**src/dcs_pkg.sv**
```systemverilog
// constants, encodings and decode helpers for the door communication block
// assumes a single 100 MHz clock and a byte-wide startup record port
package dcs_pkg;

    // clock rate
    localparam int unsigned CLK_HZ       = 100_000_000;

    // startup record layout
    localparam int unsigned REC_BYTES    = 8;
    localparam int unsigned REC_AW       = 3;
    localparam logic [2:0]  REC_LAST_IDX = 3'h7;
    localparam logic [2:0]  REC_CFG_IDX  = 3'h0;   // byte 1 of the record

    // fields of the bus exchange and rate setting byte
    localparam int unsigned XCHG_EN_BIT  = 0;
    localparam int unsigned BAUD_LSB     = 1;
    localparam int unsigned BAUD_MSB     = 4;

    // values after reset and until the first record
    localparam logic        XCHG_EN_RST  = 1'b1;
    localparam logic [3:0]  BAUD_RST     = 4'h4;   // 115200
    localparam logic [3:0]  BAUD_MAX     = 4'ha;   // highest legal code

    // baud rates selected by codes 0000 to 1010
    localparam int unsigned BAUD_0  = 9600;
    localparam int unsigned BAUD_1  = 19200;
    localparam int unsigned BAUD_2  = 38400;
    localparam int unsigned BAUD_3  = 57600;
    localparam int unsigned BAUD_4  = 115200;
    localparam int unsigned BAUD_5  = 187500;
    localparam int unsigned BAUD_6  = 250000;
    localparam int unsigned BAUD_7  = 300000;
    localparam int unsigned BAUD_8  = 375000;
    localparam int unsigned BAUD_9  = 500000;
    localparam int unsigned BAUD_10 = 750000;

    // divider width, enough for the slowest rate
    localparam int unsigned DIV_W   = 14;

    // sensor configuration codes steering the closed relay in test
    localparam logic [1:0]  SCFG_NONE   = 2'h0;    // no sensor, test ignored
    localparam logic [1:0]  SCFG_DIRECT = 2'h1;    // test signal passed through
    localparam logic [1:0]  SCFG_INVERT = 2'h2;    // test signal inverted

    // record intake states
    typedef enum logic [1:0] {REC_IDLE, REC_FILL, REC_READ, REC_APPLY} dcs_rec_state_t;

    // internal door states
    typedef enum logic [1:0] {DOOR_BETWEEN, DOOR_CLOSED, DOOR_OPEN} dcs_door_state_t;

    // clock cycles per bit, rounded to nearest
    function automatic logic [DIV_W-1:0] baud_div(input logic [3:0] code);
        int unsigned b;
        b = BAUD_4;
        unique case (code)
            4'h0:    b = BAUD_0;
            4'h1:    b = BAUD_1;
            4'h2:    b = BAUD_2;
            4'h3:    b = BAUD_3;
            4'h4:    b = BAUD_4;
            4'h5:    b = BAUD_5;
            4'h6:    b = BAUD_6;
            4'h7:    b = BAUD_7;
            4'h8:    b = BAUD_8;
            4'h9:    b = BAUD_9;
            4'ha:    b = BAUD_10;
            default: b = BAUD_4;
        endcase
        return DIV_W'((CLK_HZ + b / 2) / b);
    endfunction : baud_div

endpackage : dcs_pkg

```
**src/dcs_door_comm.sv**
```systemverilog
// startup record intake, internal bus settings and door state relays
// assumes inputs synchronous to clk_i and a synchronous active high reset
`timescale 1ns/1ps
`default_nettype none
module dcs_door_comm
(
    // clock and reset
    input  wire logic                        clk_i,
    input  wire logic                        srst_i,
    // startup record from the network controller
    input  wire logic                        rec_start_i,
    input  wire logic                        rec_valid_i,
    input  wire logic [7:0]                  rec_data_i,
    // record status
    output logic                             rec_done_o,
    output logic                             rec_error_o,
    // internal bus settings
    output logic                             bus_exchange_en_o,
    output logic      [3:0]                  baud_code_o,
    output logic      [dcs_pkg::DIV_W-1:0]   baud_div_o,
    output logic                             baud_tick_o,
    // door events from the drive
    input  wire logic                        drive_start_i,
    input  wire logic                        close_reached_i,
    input  wire logic                        push_i,
    input  wire logic                        open_pos_i,
    // sensor test
    input  wire logic                        sensor_test_active_i,
    input  wire logic                        sensor_test_output_i,
    input  wire logic [1:0]                  sensor_config_parameter_i,
    // relays, high closes the contact
    output logic                             relay_closed_o,
    output logic                             relay_open_o
);

    // record intake state
    dcs_pkg::dcs_rec_state_t           rec_st_r, rec_st_nxt;
    logic [dcs_pkg::REC_AW-1:0]        wr_idx_r, wr_idx_nxt;
    logic                              done_r, done_nxt;
    logic                              err_r, err_nxt;
    logic                              mem_wr_en;
    logic [7:0]                        cfg_byte;

    // bus settings state
    logic                              xchg_en_r, xchg_en_nxt;
    logic [3:0]                        baud_r, baud_nxt;
    logic [dcs_pkg::DIV_W-1:0]         div_r, div_nxt;
    logic [dcs_pkg::DIV_W-1:0]         bcnt_r, bcnt_nxt;
    logic                              tick_r, tick_nxt;

    // door state
    dcs_pkg::dcs_door_state_t          door_r, door_nxt;
    logic                              rly_cl_r, rly_cl_nxt;
    logic                              rly_op_r, rly_op_nxt;

    // record byte store
    dcs_rec_mem dcs_rec_mem_inst
    (
        .clk_i     (clk_i),
        .wr_en_i   (mem_wr_en),
        .wr_addr_i (wr_idx_r),
        .wr_data_i (rec_data_i),
        .rd_addr_i (dcs_pkg::REC_CFG_IDX),
        .rd_data_o (cfg_byte)
    );

    // bytes are stored only while a record is being filled
    assign mem_wr_en = rec_valid_i && !rec_start_i && (rec_st_r == dcs_pkg::REC_FILL);

    // record intake sequencing
    always_comb
    begin
        rec_st_nxt = rec_st_r;
        wr_idx_nxt = wr_idx_r;
        done_nxt   = 1'b0;
        err_nxt    = 1'b0;
        if (rec_start_i)
        begin
            // a new connection restarts the record
            err_nxt    = (rec_st_r == dcs_pkg::REC_FILL) && (wr_idx_r != '0);
            rec_st_nxt = dcs_pkg::REC_FILL;
            wr_idx_nxt = '0;
        end
        else
        begin
            unique case (rec_st_r)
                dcs_pkg::REC_IDLE:
                begin
                    rec_st_nxt = dcs_pkg::REC_IDLE;
                end
                dcs_pkg::REC_FILL:
                begin
                    if (rec_valid_i)
                    begin
                        // eight bytes make one record
                        if (wr_idx_r == dcs_pkg::REC_LAST_IDX)
                        begin
                            rec_st_nxt = dcs_pkg::REC_READ;
                        end
                        wr_idx_nxt = wr_idx_r + 3'h1;
                    end
                end
                dcs_pkg::REC_READ:
                begin
                    rec_st_nxt = dcs_pkg::REC_APPLY;
                end
                dcs_pkg::REC_APPLY:
                begin
                    rec_st_nxt = dcs_pkg::REC_IDLE;
                    done_nxt   = 1'b1;
                    err_nxt    = cfg_byte[dcs_pkg::BAUD_MSB:dcs_pkg::BAUD_LSB]
                                 > dcs_pkg::BAUD_MAX;
                end
                default:
                begin
                    rec_st_nxt = dcs_pkg::REC_IDLE;
                end
            endcase
        end
    end

    // record intake registers
    always_ff @(posedge clk_i)
    begin
        if (srst_i)
        begin
            rec_st_r <= dcs_pkg::REC_IDLE;
            wr_idx_r <= '0;
            done_r   <= 1'b0;
            err_r    <= 1'b0;
        end
        else
        begin
            rec_st_r <= rec_st_nxt;
            wr_idx_r <= wr_idx_nxt;
            done_r   <= done_nxt;
            err_r    <= err_nxt;
        end
    end

    // settings decode and bit rate tick
    always_comb
    begin
        xchg_en_nxt = xchg_en_r;
        baud_nxt    = baud_r;
        div_nxt     = div_r;
        tick_nxt    = 1'b0;
        bcnt_nxt    = bcnt_r;
        if (rec_st_r == dcs_pkg::REC_APPLY && !rec_start_i)
        begin
            // exchange enable from bit zero, held until next record
            xchg_en_nxt = cfg_byte[dcs_pkg::XCHG_EN_BIT];
            // illegal rate codes keep the previous rate
            if (cfg_byte[dcs_pkg::BAUD_MSB:dcs_pkg::BAUD_LSB] <= dcs_pkg::BAUD_MAX)
            begin
                baud_nxt = cfg_byte[dcs_pkg::BAUD_MSB:dcs_pkg::BAUD_LSB];
                div_nxt  = dcs_pkg::baud_div(baud_nxt);
            end
        end
        // bit clock stops while exchange is off
        if (!xchg_en_r)
        begin
            bcnt_nxt = '0;
        end
        else if (bcnt_r >= div_r - 14'h1)
        begin
            bcnt_nxt = '0;
            tick_nxt = 1'b1;
        end
        else
        begin
            bcnt_nxt = bcnt_r + 14'h1;
        end
    end

    // settings registers, defaults until the first record
    always_ff @(posedge clk_i)
    begin
        if (srst_i)
        begin
            xchg_en_r <= dcs_pkg::XCHG_EN_RST;
            baud_r    <= dcs_pkg::BAUD_RST;
            div_r     <= dcs_pkg::baud_div(dcs_pkg::BAUD_RST);
            bcnt_r    <= '0;
            tick_r    <= 1'b0;
        end
        else
        begin
            xchg_en_r <= xchg_en_nxt;
            baud_r    <= baud_nxt;
            div_r     <= div_nxt;
            bcnt_r    <= bcnt_nxt;
            tick_r    <= tick_nxt;
        end
    end

    // internal door state tracking
    always_comb
    begin
        door_nxt = door_r;
        unique case (door_r)
            dcs_pkg::DOOR_BETWEEN:
            begin
                if (close_reached_i)
                begin
                    door_nxt = dcs_pkg::DOOR_CLOSED;     // drive order only
                end
                else if (open_pos_i)
                begin
                    door_nxt = dcs_pkg::DOOR_OPEN;       // by drive or pushing
                end
            end
            dcs_pkg::DOOR_CLOSED:
            begin
                if (drive_start_i || push_i)
                begin
                    door_nxt = dcs_pkg::DOOR_BETWEEN;
                end
            end
            dcs_pkg::DOOR_OPEN:
            begin
                if (drive_start_i || (push_i && !open_pos_i))
                begin
                    door_nxt = dcs_pkg::DOOR_BETWEEN;
                end
            end
            default:
            begin
                door_nxt = dcs_pkg::DOOR_BETWEEN;
            end
        endcase
    end

    // relay drive from state and sensor test
    always_comb
    begin
        rly_cl_nxt = (door_nxt == dcs_pkg::DOOR_CLOSED);
        rly_op_nxt = (door_nxt == dcs_pkg::DOOR_OPEN);
        if (sensor_test_active_i)
        begin
            // configuration decides what the test puts out
            unique case (sensor_config_parameter_i)
                dcs_pkg::SCFG_NONE:
                begin
                    rly_cl_nxt = (door_nxt == dcs_pkg::DOOR_CLOSED);
                end
                dcs_pkg::SCFG_INVERT:
                begin
                    rly_cl_nxt = !sensor_test_output_i;
                end
                default:
                begin
                    rly_cl_nxt = sensor_test_output_i;
                end
            endcase
        end
    end

    // door state and relay registers
    always_ff @(posedge clk_i)
    begin
        if (srst_i)
        begin
            door_r   <= dcs_pkg::DOOR_BETWEEN;
            rly_cl_r <= 1'b0;
            rly_op_r <= 1'b0;
        end
        else
        begin
            door_r   <= door_nxt;
            rly_cl_r <= rly_cl_nxt;
            rly_op_r <= rly_op_nxt;
        end
    end

    // outputs straight from flip-flops
    assign rec_done_o        = done_r;
    assign rec_error_o       = err_r;
    assign bus_exchange_en_o = xchg_en_r;
    assign baud_code_o       = baud_r;
    assign baud_div_o        = div_r;
    assign baud_tick_o       = tick_r;
    assign relay_closed_o    = rly_cl_r;
    assign relay_open_o      = rly_op_r;

endmodule : dcs_door_comm
`default_nettype wire

```
**src/dcs_rec_mem.sv**
```systemverilog
// small byte store holding one startup record
// assumes one clock, one write port and one registered read port
`timescale 1ns/1ps
`default_nettype none
module dcs_rec_mem
(
    // clock
    input  wire logic                        clk_i,
    // write side
    input  wire logic                        wr_en_i,
    input  wire logic [dcs_pkg::REC_AW-1:0]  wr_addr_i,
    input  wire logic [7:0]                  wr_data_i,
    // read side
    input  wire logic [dcs_pkg::REC_AW-1:0]  rd_addr_i,
    output logic      [7:0]                  rd_data_o
);

    logic [7:0] mem_r [dcs_pkg::REC_BYTES];
    logic [7:0] rd_data_r;

    // byte store and registered read
    always_ff @(posedge clk_i)
    begin
        if (wr_en_i)
        begin
            mem_r[wr_addr_i] <= wr_data_i;
        end
        rd_data_r <= mem_r[rd_addr_i];
    end

    assign rd_data_o = rd_data_r;

endmodule : dcs_rec_mem
`default_nettype wire
```
**config.mk**
```make
export PLATFORM = sky130hd
export DESIGN_NAME = dcs_door_comm
export DESIGN_NICKNAME = d
export VERILOG_FILES = /design/src/dcs_pkg.sv /design/src/dcs_door_comm.sv /design/src/dcs_rec_mem.sv
export SDC_FILE = /design/constraint.sdc
export NUM_CORES = 1
export LEC_CHECK = 0
export ABC_AREA = 1
export ABC_CLOCK_PERIOD_IN_PS = 65800
export BUFFER_PORTS_ARGS = -buffer_cell sky130_fd_sc_hd__buf_2
export CORE_ASPECT_RATIO = 2
export CORE_MARGIN = 2
export CORE_UTILIZATION = 35
export CTS_BUF_LIST = sky130_fd_sc_hd__clkbuf_8
export DETAILED_ROUTE_END_ITERATION = 7
export GPL_TIMING_DRIVEN = 0
export PLACE_DENSITY = 0.51
export SLEW_MARGIN = 25
export SYNTH_ARGS = -nofsm -noshare
export SYNTH_HDL_FRONTEND = slang
export SYNTH_SLANG_ARGS = --single-unit
```
**constraint.sdc**
```tcl
create_clock -name clk_i -period 65.8 [get_ports clk_i]
set_input_delay 13.16 -clock clk_i [delete_from_list [all_inputs] [get_ports clk_i]]
set_output_delay 13.16 -clock clk_i [all_outputs]
set_load 0.05 [all_outputs]
```
==> flow_summary.yaml, run 1 <==
status:
  status: "completed"
worst_hold_path:
  whs_path_depth: 0
  holdCritStartpoint: "dcs_rec_mem_inst.mem_r[0][2]$_DFFE_PP_"
  hp-class: "register to register"
  hold_path_end: "dcs_rec_mem_inst.rd_data_o[2]$_DFF_P_"
place:
  port_buffers: 40
  placed_area_um2: 24000
  place_congestion: 0.852
  dpl.hpwl_um: 63000
die:
  floorplan.initialDensity: 0.353
  coreArea_um2: 63800
  fp.dieW_um: 183
  rows: 131
  dieArea_um2: 66500
  pin_count: 44
  fp.dieH_um: 363
critical_path:
  reg2reg_slack_ps: 5280
  critPathLaunchType: "register"
  r2r_end: "baud_div_o[0]$_SDFFE_PP0P_"
  r2r_cells: 465
  worstPathRequired_ps: 66010
  critPathKind: "register to register"
  rr_startpoint: "dcs_rec_mem_inst.rd_data_o[1]$_DFF_P_"
  slowest_delay_ps: 390
  crit_top_cell: "nand2_1"
  cp-end-kind: "register"
  cp_slowest_cell: "dfxtp_4"
  cp_max_fo: 10
  arrival_ps: 60740
clock_tree:
  clock_latency_ps: 320
  cts_tree: "built"
  cts_root_buf: "clkbuf_8"
  h-tree-depth: 2
  ctsLongestPathBuffers: 2
  cts.sinks: 55
  cts_hold_buf: 0
  clk_pin_slew_ps: 100
  numCtsBuffers: 5
layout:
  finish.instance_area_um2: 26300
  finalNetCount: 4360
  multi_input_comb_area_um2: 20100
  seqCellArea_um2: 1160
  nFillCells: 7056
  syn2layout_area_growth_pct: 17.0
  final_common_cell: "nand2_1"
  drive_gt1_frac: 0.145
  final_cell_mix: "nand2_1 (958), inv_1 (511), ha_1 (366)"
synth:
  synthCells: 3785
  async_flop_share: 0
  synth-edff-count: 5
  synth_seq_cells: 55
  synth_top_flop_cell: "dfxtp_1"
  syn_area_um2: 22500
  avgSynthCellArea_um2: 5.95
  yosysWarnings: 0
  ys_types: 62
  synth_seq_area_share: 0.0511
grt:
  grt_max_degree: 26
  grt-ovfl-total: 0
  grt_pass1_wl_um: 120000
  track_usage: 0.224
  grt_antenna_before_repair: 0
  grt_pass1_vias: 24400
routing:
  ant_nets: 0
  vias: 24500
  wl_um: 76400
  drt_iter0_markers: 667
  dr.pass1.iters: 5
  wl_per_cell_um: 16.1
  drc: 0
  vias_per_cell: 5.16
flow_run:
  cap_viol_max_count: 0
timing:
  relSlewSlack: 0.395
  finalClockSkew_ps: 10.5
  finalMaxSlewViolations: 0
  worst_pin_slew_ps: 906
  fin_crit_sh: 0.920
  setup_viol: 0
  min_period_ps: 60520
  fmax_mhz: 16.5
  hold_violations: 0
cell families (layout without fill, tap and decap cells):
family | count (synthesis) | in the layout | share of synthesized area
fa+ha+maj | 386 | 386 | 0.215
simple gates | 1693 | 1693 | 0.333
flops | 55 | 55 | 0.0511
other cells | 2 | 13 | 0.000334
xor+xnor | 288 | 288 | 0.112
compound gates | 737 | 737 | 0.181
buf+inv | 624 | 784 | 0.107
worst max-delay path by stage:
stage,from,endpoint,slack [ps]
6_report,dcs_rec_mem_inst.rd_data_o[1]$_DFF_P_,baud_div_o[0]$_SDFFE_PP0P_,5280
5_1_grt,dcs_rec_mem_inst.rd_data_o[1]$_DFF_P_,baud_div_o[0]$_SDFFE_PP0P_,-220
4_1_cts,dcs_rec_mem_inst.rd_data_o[2]$_DFF_P_,baud_div_o[0]$_SDFFE_PP0P_,40
3_5_place_dp,dcs_rec_mem_inst.rd_data_o[2]$_DFF_P_,baud_div_o[0]$_SDFFE_PP0P_,-12980
3_3_place_gp,dcs_rec_mem_inst.rd_data_o[1]$_DFF_P_,baud_div_o[0]$_SDFFE_PP0P_,-15180
2_1_floorplan,dcs_rec_mem_inst.rd_data_o[1]$_DFF_P_,baud_div_o[0]$_SDFFE_PP0P_,5490
flip-flops by register name, summed over array words and instances (netlist names), 2 cells and up:
name / flops
baud_div_o: 14
door_r: 2
bcnt_r: 14
dcs_rec_mem_inst.mem_r: 5
dcs_rec_mem_inst.rd_data_o: 5
rec_st_r: 2
baud_code_o: 4
wr_idx_r: 3
synthesized netlist by cell type, drive strengths merged, types with 2 or more instances:
master,instances,area [µm²]
o22ai,2,12.5
and2,11,68.8
a221oi,6,52.6
conb,2,7.51
clkbuf,40,150
nand4,65,413
a21boi,3,22.5
a21oi,286,1480
nand3,228,1300
o21a,5,37.5
a31oi,13,81.3
o21ai,325,1650
clkinv,5,20.0
buf,21,149
edfxtp,5,150
nor3,46,253
o21bai,32,244
a21o,25,188
dfxtp,50,1000
nor3b,6,45.0
nand2,1014,3910
or2,43,269
a2111oi,2,17.5
inv,558,2100
nor4,7,43.8
o211ai,13,97.6
o31ai,7,52.6
o221ai,3,26.3
xor2,191,1670
nor2,254,1060
a211oi,11,82.6
xnor2,97,850
nand3b,16,120
ha,386,4830
what timing repair did:
item,4_1_cts,5_1_grt
buffers inserted,15,86
setup endpoints to repair,4,2
pin swaps,18,75
resized for setup,205,219
gates cloned,2,2
layer usage:
metal,vias up,GRT usage,part of all wire
met5,-,0,0
met4,0,0.0995,0.056
met3,182,0.00762,0.012
met2,279,0.502,0.59
met1,11200,0.194,0.34
li1,12900,-,-
final cells by class:
| type | count | area share |
|---|---|---|
| repair inverters | 2 | 0.000665 |
| multi-input cells | 3116 | 0.762 |
| diodes | 1 | 0.0000950 |
| clock inverters | 3 | 0.00252 |
| repair buffers | 151 | 0.0463 |
| plain buffers | 60 | 0.0204 |
| flip-flops and latches | 55 | 0.0440 |
| inverters | 563 | 0.0833 |
| well taps | 798 | 0.0379 |
| clock buffers | 5 | 0.00261 |
critical path, delay by kind of cell (launching register included):
family | cells | cell delay (ps)
and+or+nand+nor | 165 | 16340
AOI/OAI and AO/OA | 152 | 23020
adders and majority gates | 24 | 7330
DFF | 1 | 390
buffers and inverters | 124 | 13080
stage by stage:
step | setup TNS (ps) | worst slack (ps) | instances | utilization | hold WS, ps
final | 0 | 5280 | 4754 | 0.413 | 353
after global routing | -215 | -215 | 4753 | 0.413 | 371
after CTS | 0 | 38.6 | 4666 | 0.391 | 354
after detailed placement | -31540 | -12980 | 4641 | 0.376 | 331
after global placement | -40150 | -15180 | 4633 | 0.372 | 326
after floorplan | 0 | 5490 | 3795 | - | 323
Power of run 1 is left out: the tool's default activity adds up to more than one toggle a clock period on the data nets, which glitch-free logic cannot reach.
==> run 2, diff against run 1 <==
- CTS_BUF_LIST: sky130_fd_sc_hd__clkbuf_8 -> default
==> flow_summary.yaml, run 2 (synthesized netlist as in run 1, its figures left out) <==
critical_path:
  cp-startpoint: "dcs_rec_mem_inst.rd_data_o[1]$_DFF_P_"
  rr_startpoint: "dcs_rec_mem_inst.rd_data_o[1]$_DFF_P_"
  critPathLaunchType: "register"
  r2r_cells: 465
  worstPathRequired_ps: 65990
  critPathKind: "register to register"
  cp_slowest_cell: "dfxtp_4"
  cp-end-kind: "register"
  arrival_ps: 60710
  slowest_delay_ps: 400
  crit_top_cell: "nand2_1"
  cp_max_fo: 10
timing:
  min_period_ps: 60530
  worst_pin_slew_ps: 919
  hold_violations: 0
  finalClockSkew_ps: 7.27
  setup_viol: 0
  fin_crit_sh: 0.920
  relSlewSlack: 0.386
  fmax_mhz: 16.5
  holdWs_ps: 346
  finalMaxSlewViolations: 0
layout:
  final_cell_mix: "nand2_1 (958), inv_1 (511), ha_1 (365)"
  multi_input_comb_area_um2: 20100
  syn2layout_area_growth_pct: 17.2
  finalNetCount: 4359
  final_common_cell: "nand2_1"
  antenna_cells: 0
  seqCellArea_um2: 1160
  nFillCells: 7050
  drive_gt1_frac: 0.145
routing:
  wl_per_cell_um: 16.0
  vias: 24400
  vias_per_cell: 5.14
  ant_nets: 0
  drc: 0
  drt_iter0_markers: 699
  wl_um: 76300
  dr.pass1.iters: 5
clock_tree:
  ctsLongestPathBuffers: 2
  clk_pin_slew_ps: 70
  cts_root_buf: "clkbuf_16"
  clock_latency_ps: 300
  cts.sinks: 55
  cts_tree: "built"
  cts_hold_buf: 0
  h-tree-depth: 2
  numCtsBuffers: 5
place:
  port_buffers: 40
  place_congestion: 0.852
  dpl.hpwl_um: 63000
worst_hold_path:
  whs_path_depth: 0
  holdCritStartpoint: "dcs_rec_mem_inst.mem_r[0][3]$_DFFE_PP_"
  hp-class: "register to register"
grt:
  track_usage: 0.224
  grt_pass1_wl_um: 120000
  grt_max_degree: 26
  grt_antenna_before_repair: 1
  grt_pass1_vias: 24400
  grt-ovfl-total: 0
die:
  fp.dieW_um: 183
  rows: 131
  pin_count: 44
  floorplan.initialDensity: 0.353
  fp.dieH_um: 363
  dieArea_um2: 66500
  coreArea_um2: 63800
status:
  status: "completed"
flow_run:
  cap_viol_max_count: 0
[run 2: cell count changes in the layout (fill, tap and decap cells not counted), sizes merged]
cell | before | now
buf | 184 | 182
clkbuf | 31 | 32
diode | 1 | 0
[run 2: worst max-delay path: cells and delay by family (launching register included)]
| family | cells | cell delay (ps) |
|---|---|---|
| AOI/OAI and AO/OA | 152 | 23020 |
| adders and majority gates | 24 | 7340 |
| buffers and inverters | 124 | 13140 |
| DFF | 1 | 400 |
| and+or+nand+nor | 165 | 16350 |
[run 2: stage by stage]
step	setup TNS, ps	util	worst slack, ps	instances	cell area [µm²]
final	0	0.414	5270	4752	26400
after global routing	-200	0.414	-200	4752	26400
after CTS	0	0.391	41.1	4666	25000
after detailed placement	-31540	0.376	-12980	4641	24000
after global placement	-40150	0.372	-15180	4633	23700
after floorplan	0	-	5490	3795	22500
[run 2: path summary, 6_finish.rpt]
check,to,slack [ps]
max,baud_div_o[0]$_SDFFE_PP0P_,5270
min,dcs_rec_mem_inst.rd_data_o[3]$_DFF_P_,350
max reg2reg,baud_div_o[0]$_SDFFE_PP0P_,5270
min reg2reg,dcs_rec_mem_inst.rd_data_o[3]$_DFF_P_,350
[run 2: what timing repair did]
action,4_1_cts,5_1_grt
gates cloned,2,2
setup endpoints to repair,4,2
setup buffers,15,85
pin swaps,18,75
gates resized for setup,205,220
[run 2: routing by layer]
metal / share of wire / vias up / global-route usage
met3: 0.013 / 188 / 0.0103
li1: - / 12800 / -
met1: 0.34 / 11100 / 0.193
met2: 0.59 / 265 / 0.501
met5: 0 / - / 0
met4: 0.058 / 0 / 0.0999
[run 2: cell type report]
class,count,area share
multi-input combinational,3116,0.761
timing repair buffer,150,0.0455
clock inverter,3,0.00251
timing repair inverter,2,0.000664
clock buffer,5,0.00474
tap,798,0.0378
sequential,55,0.0440
buffer,60,0.0203
inverter,563,0.0832
Power of run 2 is left out for the same reason.
==> run 3, diff against run 2 <==
- PLACE_DENSITY: 0.51 -> default
- PLACE_DENSITY_LB_ADDON: default -> 0.2
==> flow_summary.yaml, run 3 (synthesized netlist as in run 1, its figures left out) <==
clock_tree:
  ctsLongestPathBuffers: 2
  cts_root_buf: "clkbuf_16"
  h-tree-depth: 2
  cts.sinks: 55
  numCtsBuffers: 5
  cts_hold_buf: 0
  clock_latency_ps: 300
  cts_tree: "built"
  clk_pin_slew_ps: 70
timing:
  holdWs_ps: 346
  finalMaxSlewViolations: 0
  totalNegativeSetupSlack_ps: 0
  hold_violations: 0
  worst_pin_slew_ps: 940
  fmax_mhz: 16.4
  min_period_ps: 60950
  timing.final.ws_setup_ps: 4850
  setup_viol: 0
  fin_crit_sh: 0.926
  relSlewSlack: 0.369
  finalClockSkew_ps: 7.49
critical_path:
  cp_top_family: "compound AO/OA/AOI/OAI gates"
  slowest_delay_ps: 400
  cp_max_fo: 12
  crit_top_cell: "nand2_1"
  cp-end-kind: "register"
  cp_slowest_cell: "dfxtp_4"
  critPathKind: "register to register"
  path_buf_inv: 120
  arrival_ps: 61140
  worstPathRequired_ps: 65990
  critPathLaunchType: "register"
die:
  floorplan.initialDensity: 0.353
  pin_count: 44
  dieArea_um2: 66500
  rows: 131
  fp.dieH_um: 363
  coreArea_um2: 63800
  fp.dieW_um: 183
layout:
  antenna_cells: 0
  final_cell_mix: "nand2_1 (955), inv_1 (512), ha_1 (366)"
  nFillCells: 6957
  layout.cells.non_filler: 4738
  drive_gt1_frac: 0.143
  syn2layout_area_growth_pct: 16.8
  finalNetCount: 4345
  final_common_cell: "nand2_1"
grt:
  grt_pass1_wl_um: 118000
  track_usage: 0.221
  grt-ovfl-total: 0
  grt_pass1_vias: 24500
  grt_max_degree: 26
  grt_antenna_before_repair: 0
status:
  status: "completed"
place:
  pre_cts_slack_ps: -12870
  numPlacedInstances: 4639
  place_congestion: 0.886
  port_buffers: 40
  dpl.hpwl_um: 61600
flow_run:
  cap_viol_max_count: 0
worst_hold_path:
  hp-class: "register to register"
routing:
  dr.pass1.iters: 5
  ant_nets: 0
  wl_per_cell_um: 15.9
  drt_iter0_markers: 687
  vias: 24600
  drc: 0
  vias_per_cell: 5.19
  wl_um: 75400
[run 3: cell types whose count changed in the layout (fill, tap and decap cells not counted), sizes merged]
cell	change
clkbuf	-1
inv	+2
bufbuf	-1
buf	-15
nand2	+1
clkinvlp	-2
clkinv	+2
[run 3: what timing repair did]
action | in CTS | in global routing
buffers inserted | 16 | 71
setup endpoints to repair | 4 | 3
gates cloned | 1 | 4
gates resized for setup | 210 | 228
pin swaps | 19 | 82
[run 3: stage by stage]
step                utilization  cell area (µm²)
finish                    0.412            26300
global route              0.412            26300
CTS                       0.390            24900
detailed placement        0.375            23900
global placement          0.372            23700
floorplan                     -            22500
[run 3: path summary, 6_finish.rpt]
path | from | cells past startpoint | endpoint | slack (ps)
worst max-delay path | dcs_rec_mem_inst.rd_data_o[2]$_DFF_P_ | 455 | baud_div_o[0]$_SDFFE_PP0P_ | 4850
worst min-delay path | dcs_rec_mem_inst.mem_r[0][3]$_DFFE_PP_ | 0 | dcs_rec_mem_inst.rd_data_o[3]$_DFF_P_ | 350
worst max register to register | dcs_rec_mem_inst.rd_data_o[2]$_DFF_P_ | 455 | baud_div_o[0]$_SDFFE_PP0P_ | 4850
worst min register to register | dcs_rec_mem_inst.mem_r[0][3]$_DFFE_PP_ | 0 | dcs_rec_mem_inst.rd_data_o[3]$_DFF_P_ | 350
[run 3: metal layers]
| metal | track usage | share of wire | vias to the layer above |
|---|---|---|---|
| li1 | - | - | 12800 |
| met1 | 0.188 | 0.33 | 11200 |
| met2 | 0.490 | 0.59 | 331 |
| met3 | 0.00762 | 0.016 | 230 |
| met4 | 0.115 | 0.065 | 0 |
| met5 | 0 | 0 | - |
[run 3: cell type report]
cell class / count / area, µm² / share of cell area
buffer: 60 / 544 / 0.0207
clock buffer: 5 / 125 / 0.00476
sequential: 55 / 1160 / 0.0441
clock inverter: 3 / 47.5 / 0.00181
tap: 798 / 998 / 0.0380
timing repair inverter: 4 / 37.5 / 0.00143
multi-input combinational: 3117 / 20200 / 0.767
timing repair buffer: 133 / 988 / 0.0376
inverter: 563 / 2230 / 0.0848
[run 3: worst reg2reg max path: cells and delay by family, from the launching register on]
family / cells / cell delay, ps
adders and majority gates: 24 / 7420
DFF: 1 / 400
buffers and inverters: 120 / 13150
and+or+nand+nor: 160 / 16290
AOI/OAI and AO/OA: 151 / 23580
Power of run 3 is left out for the same reason.
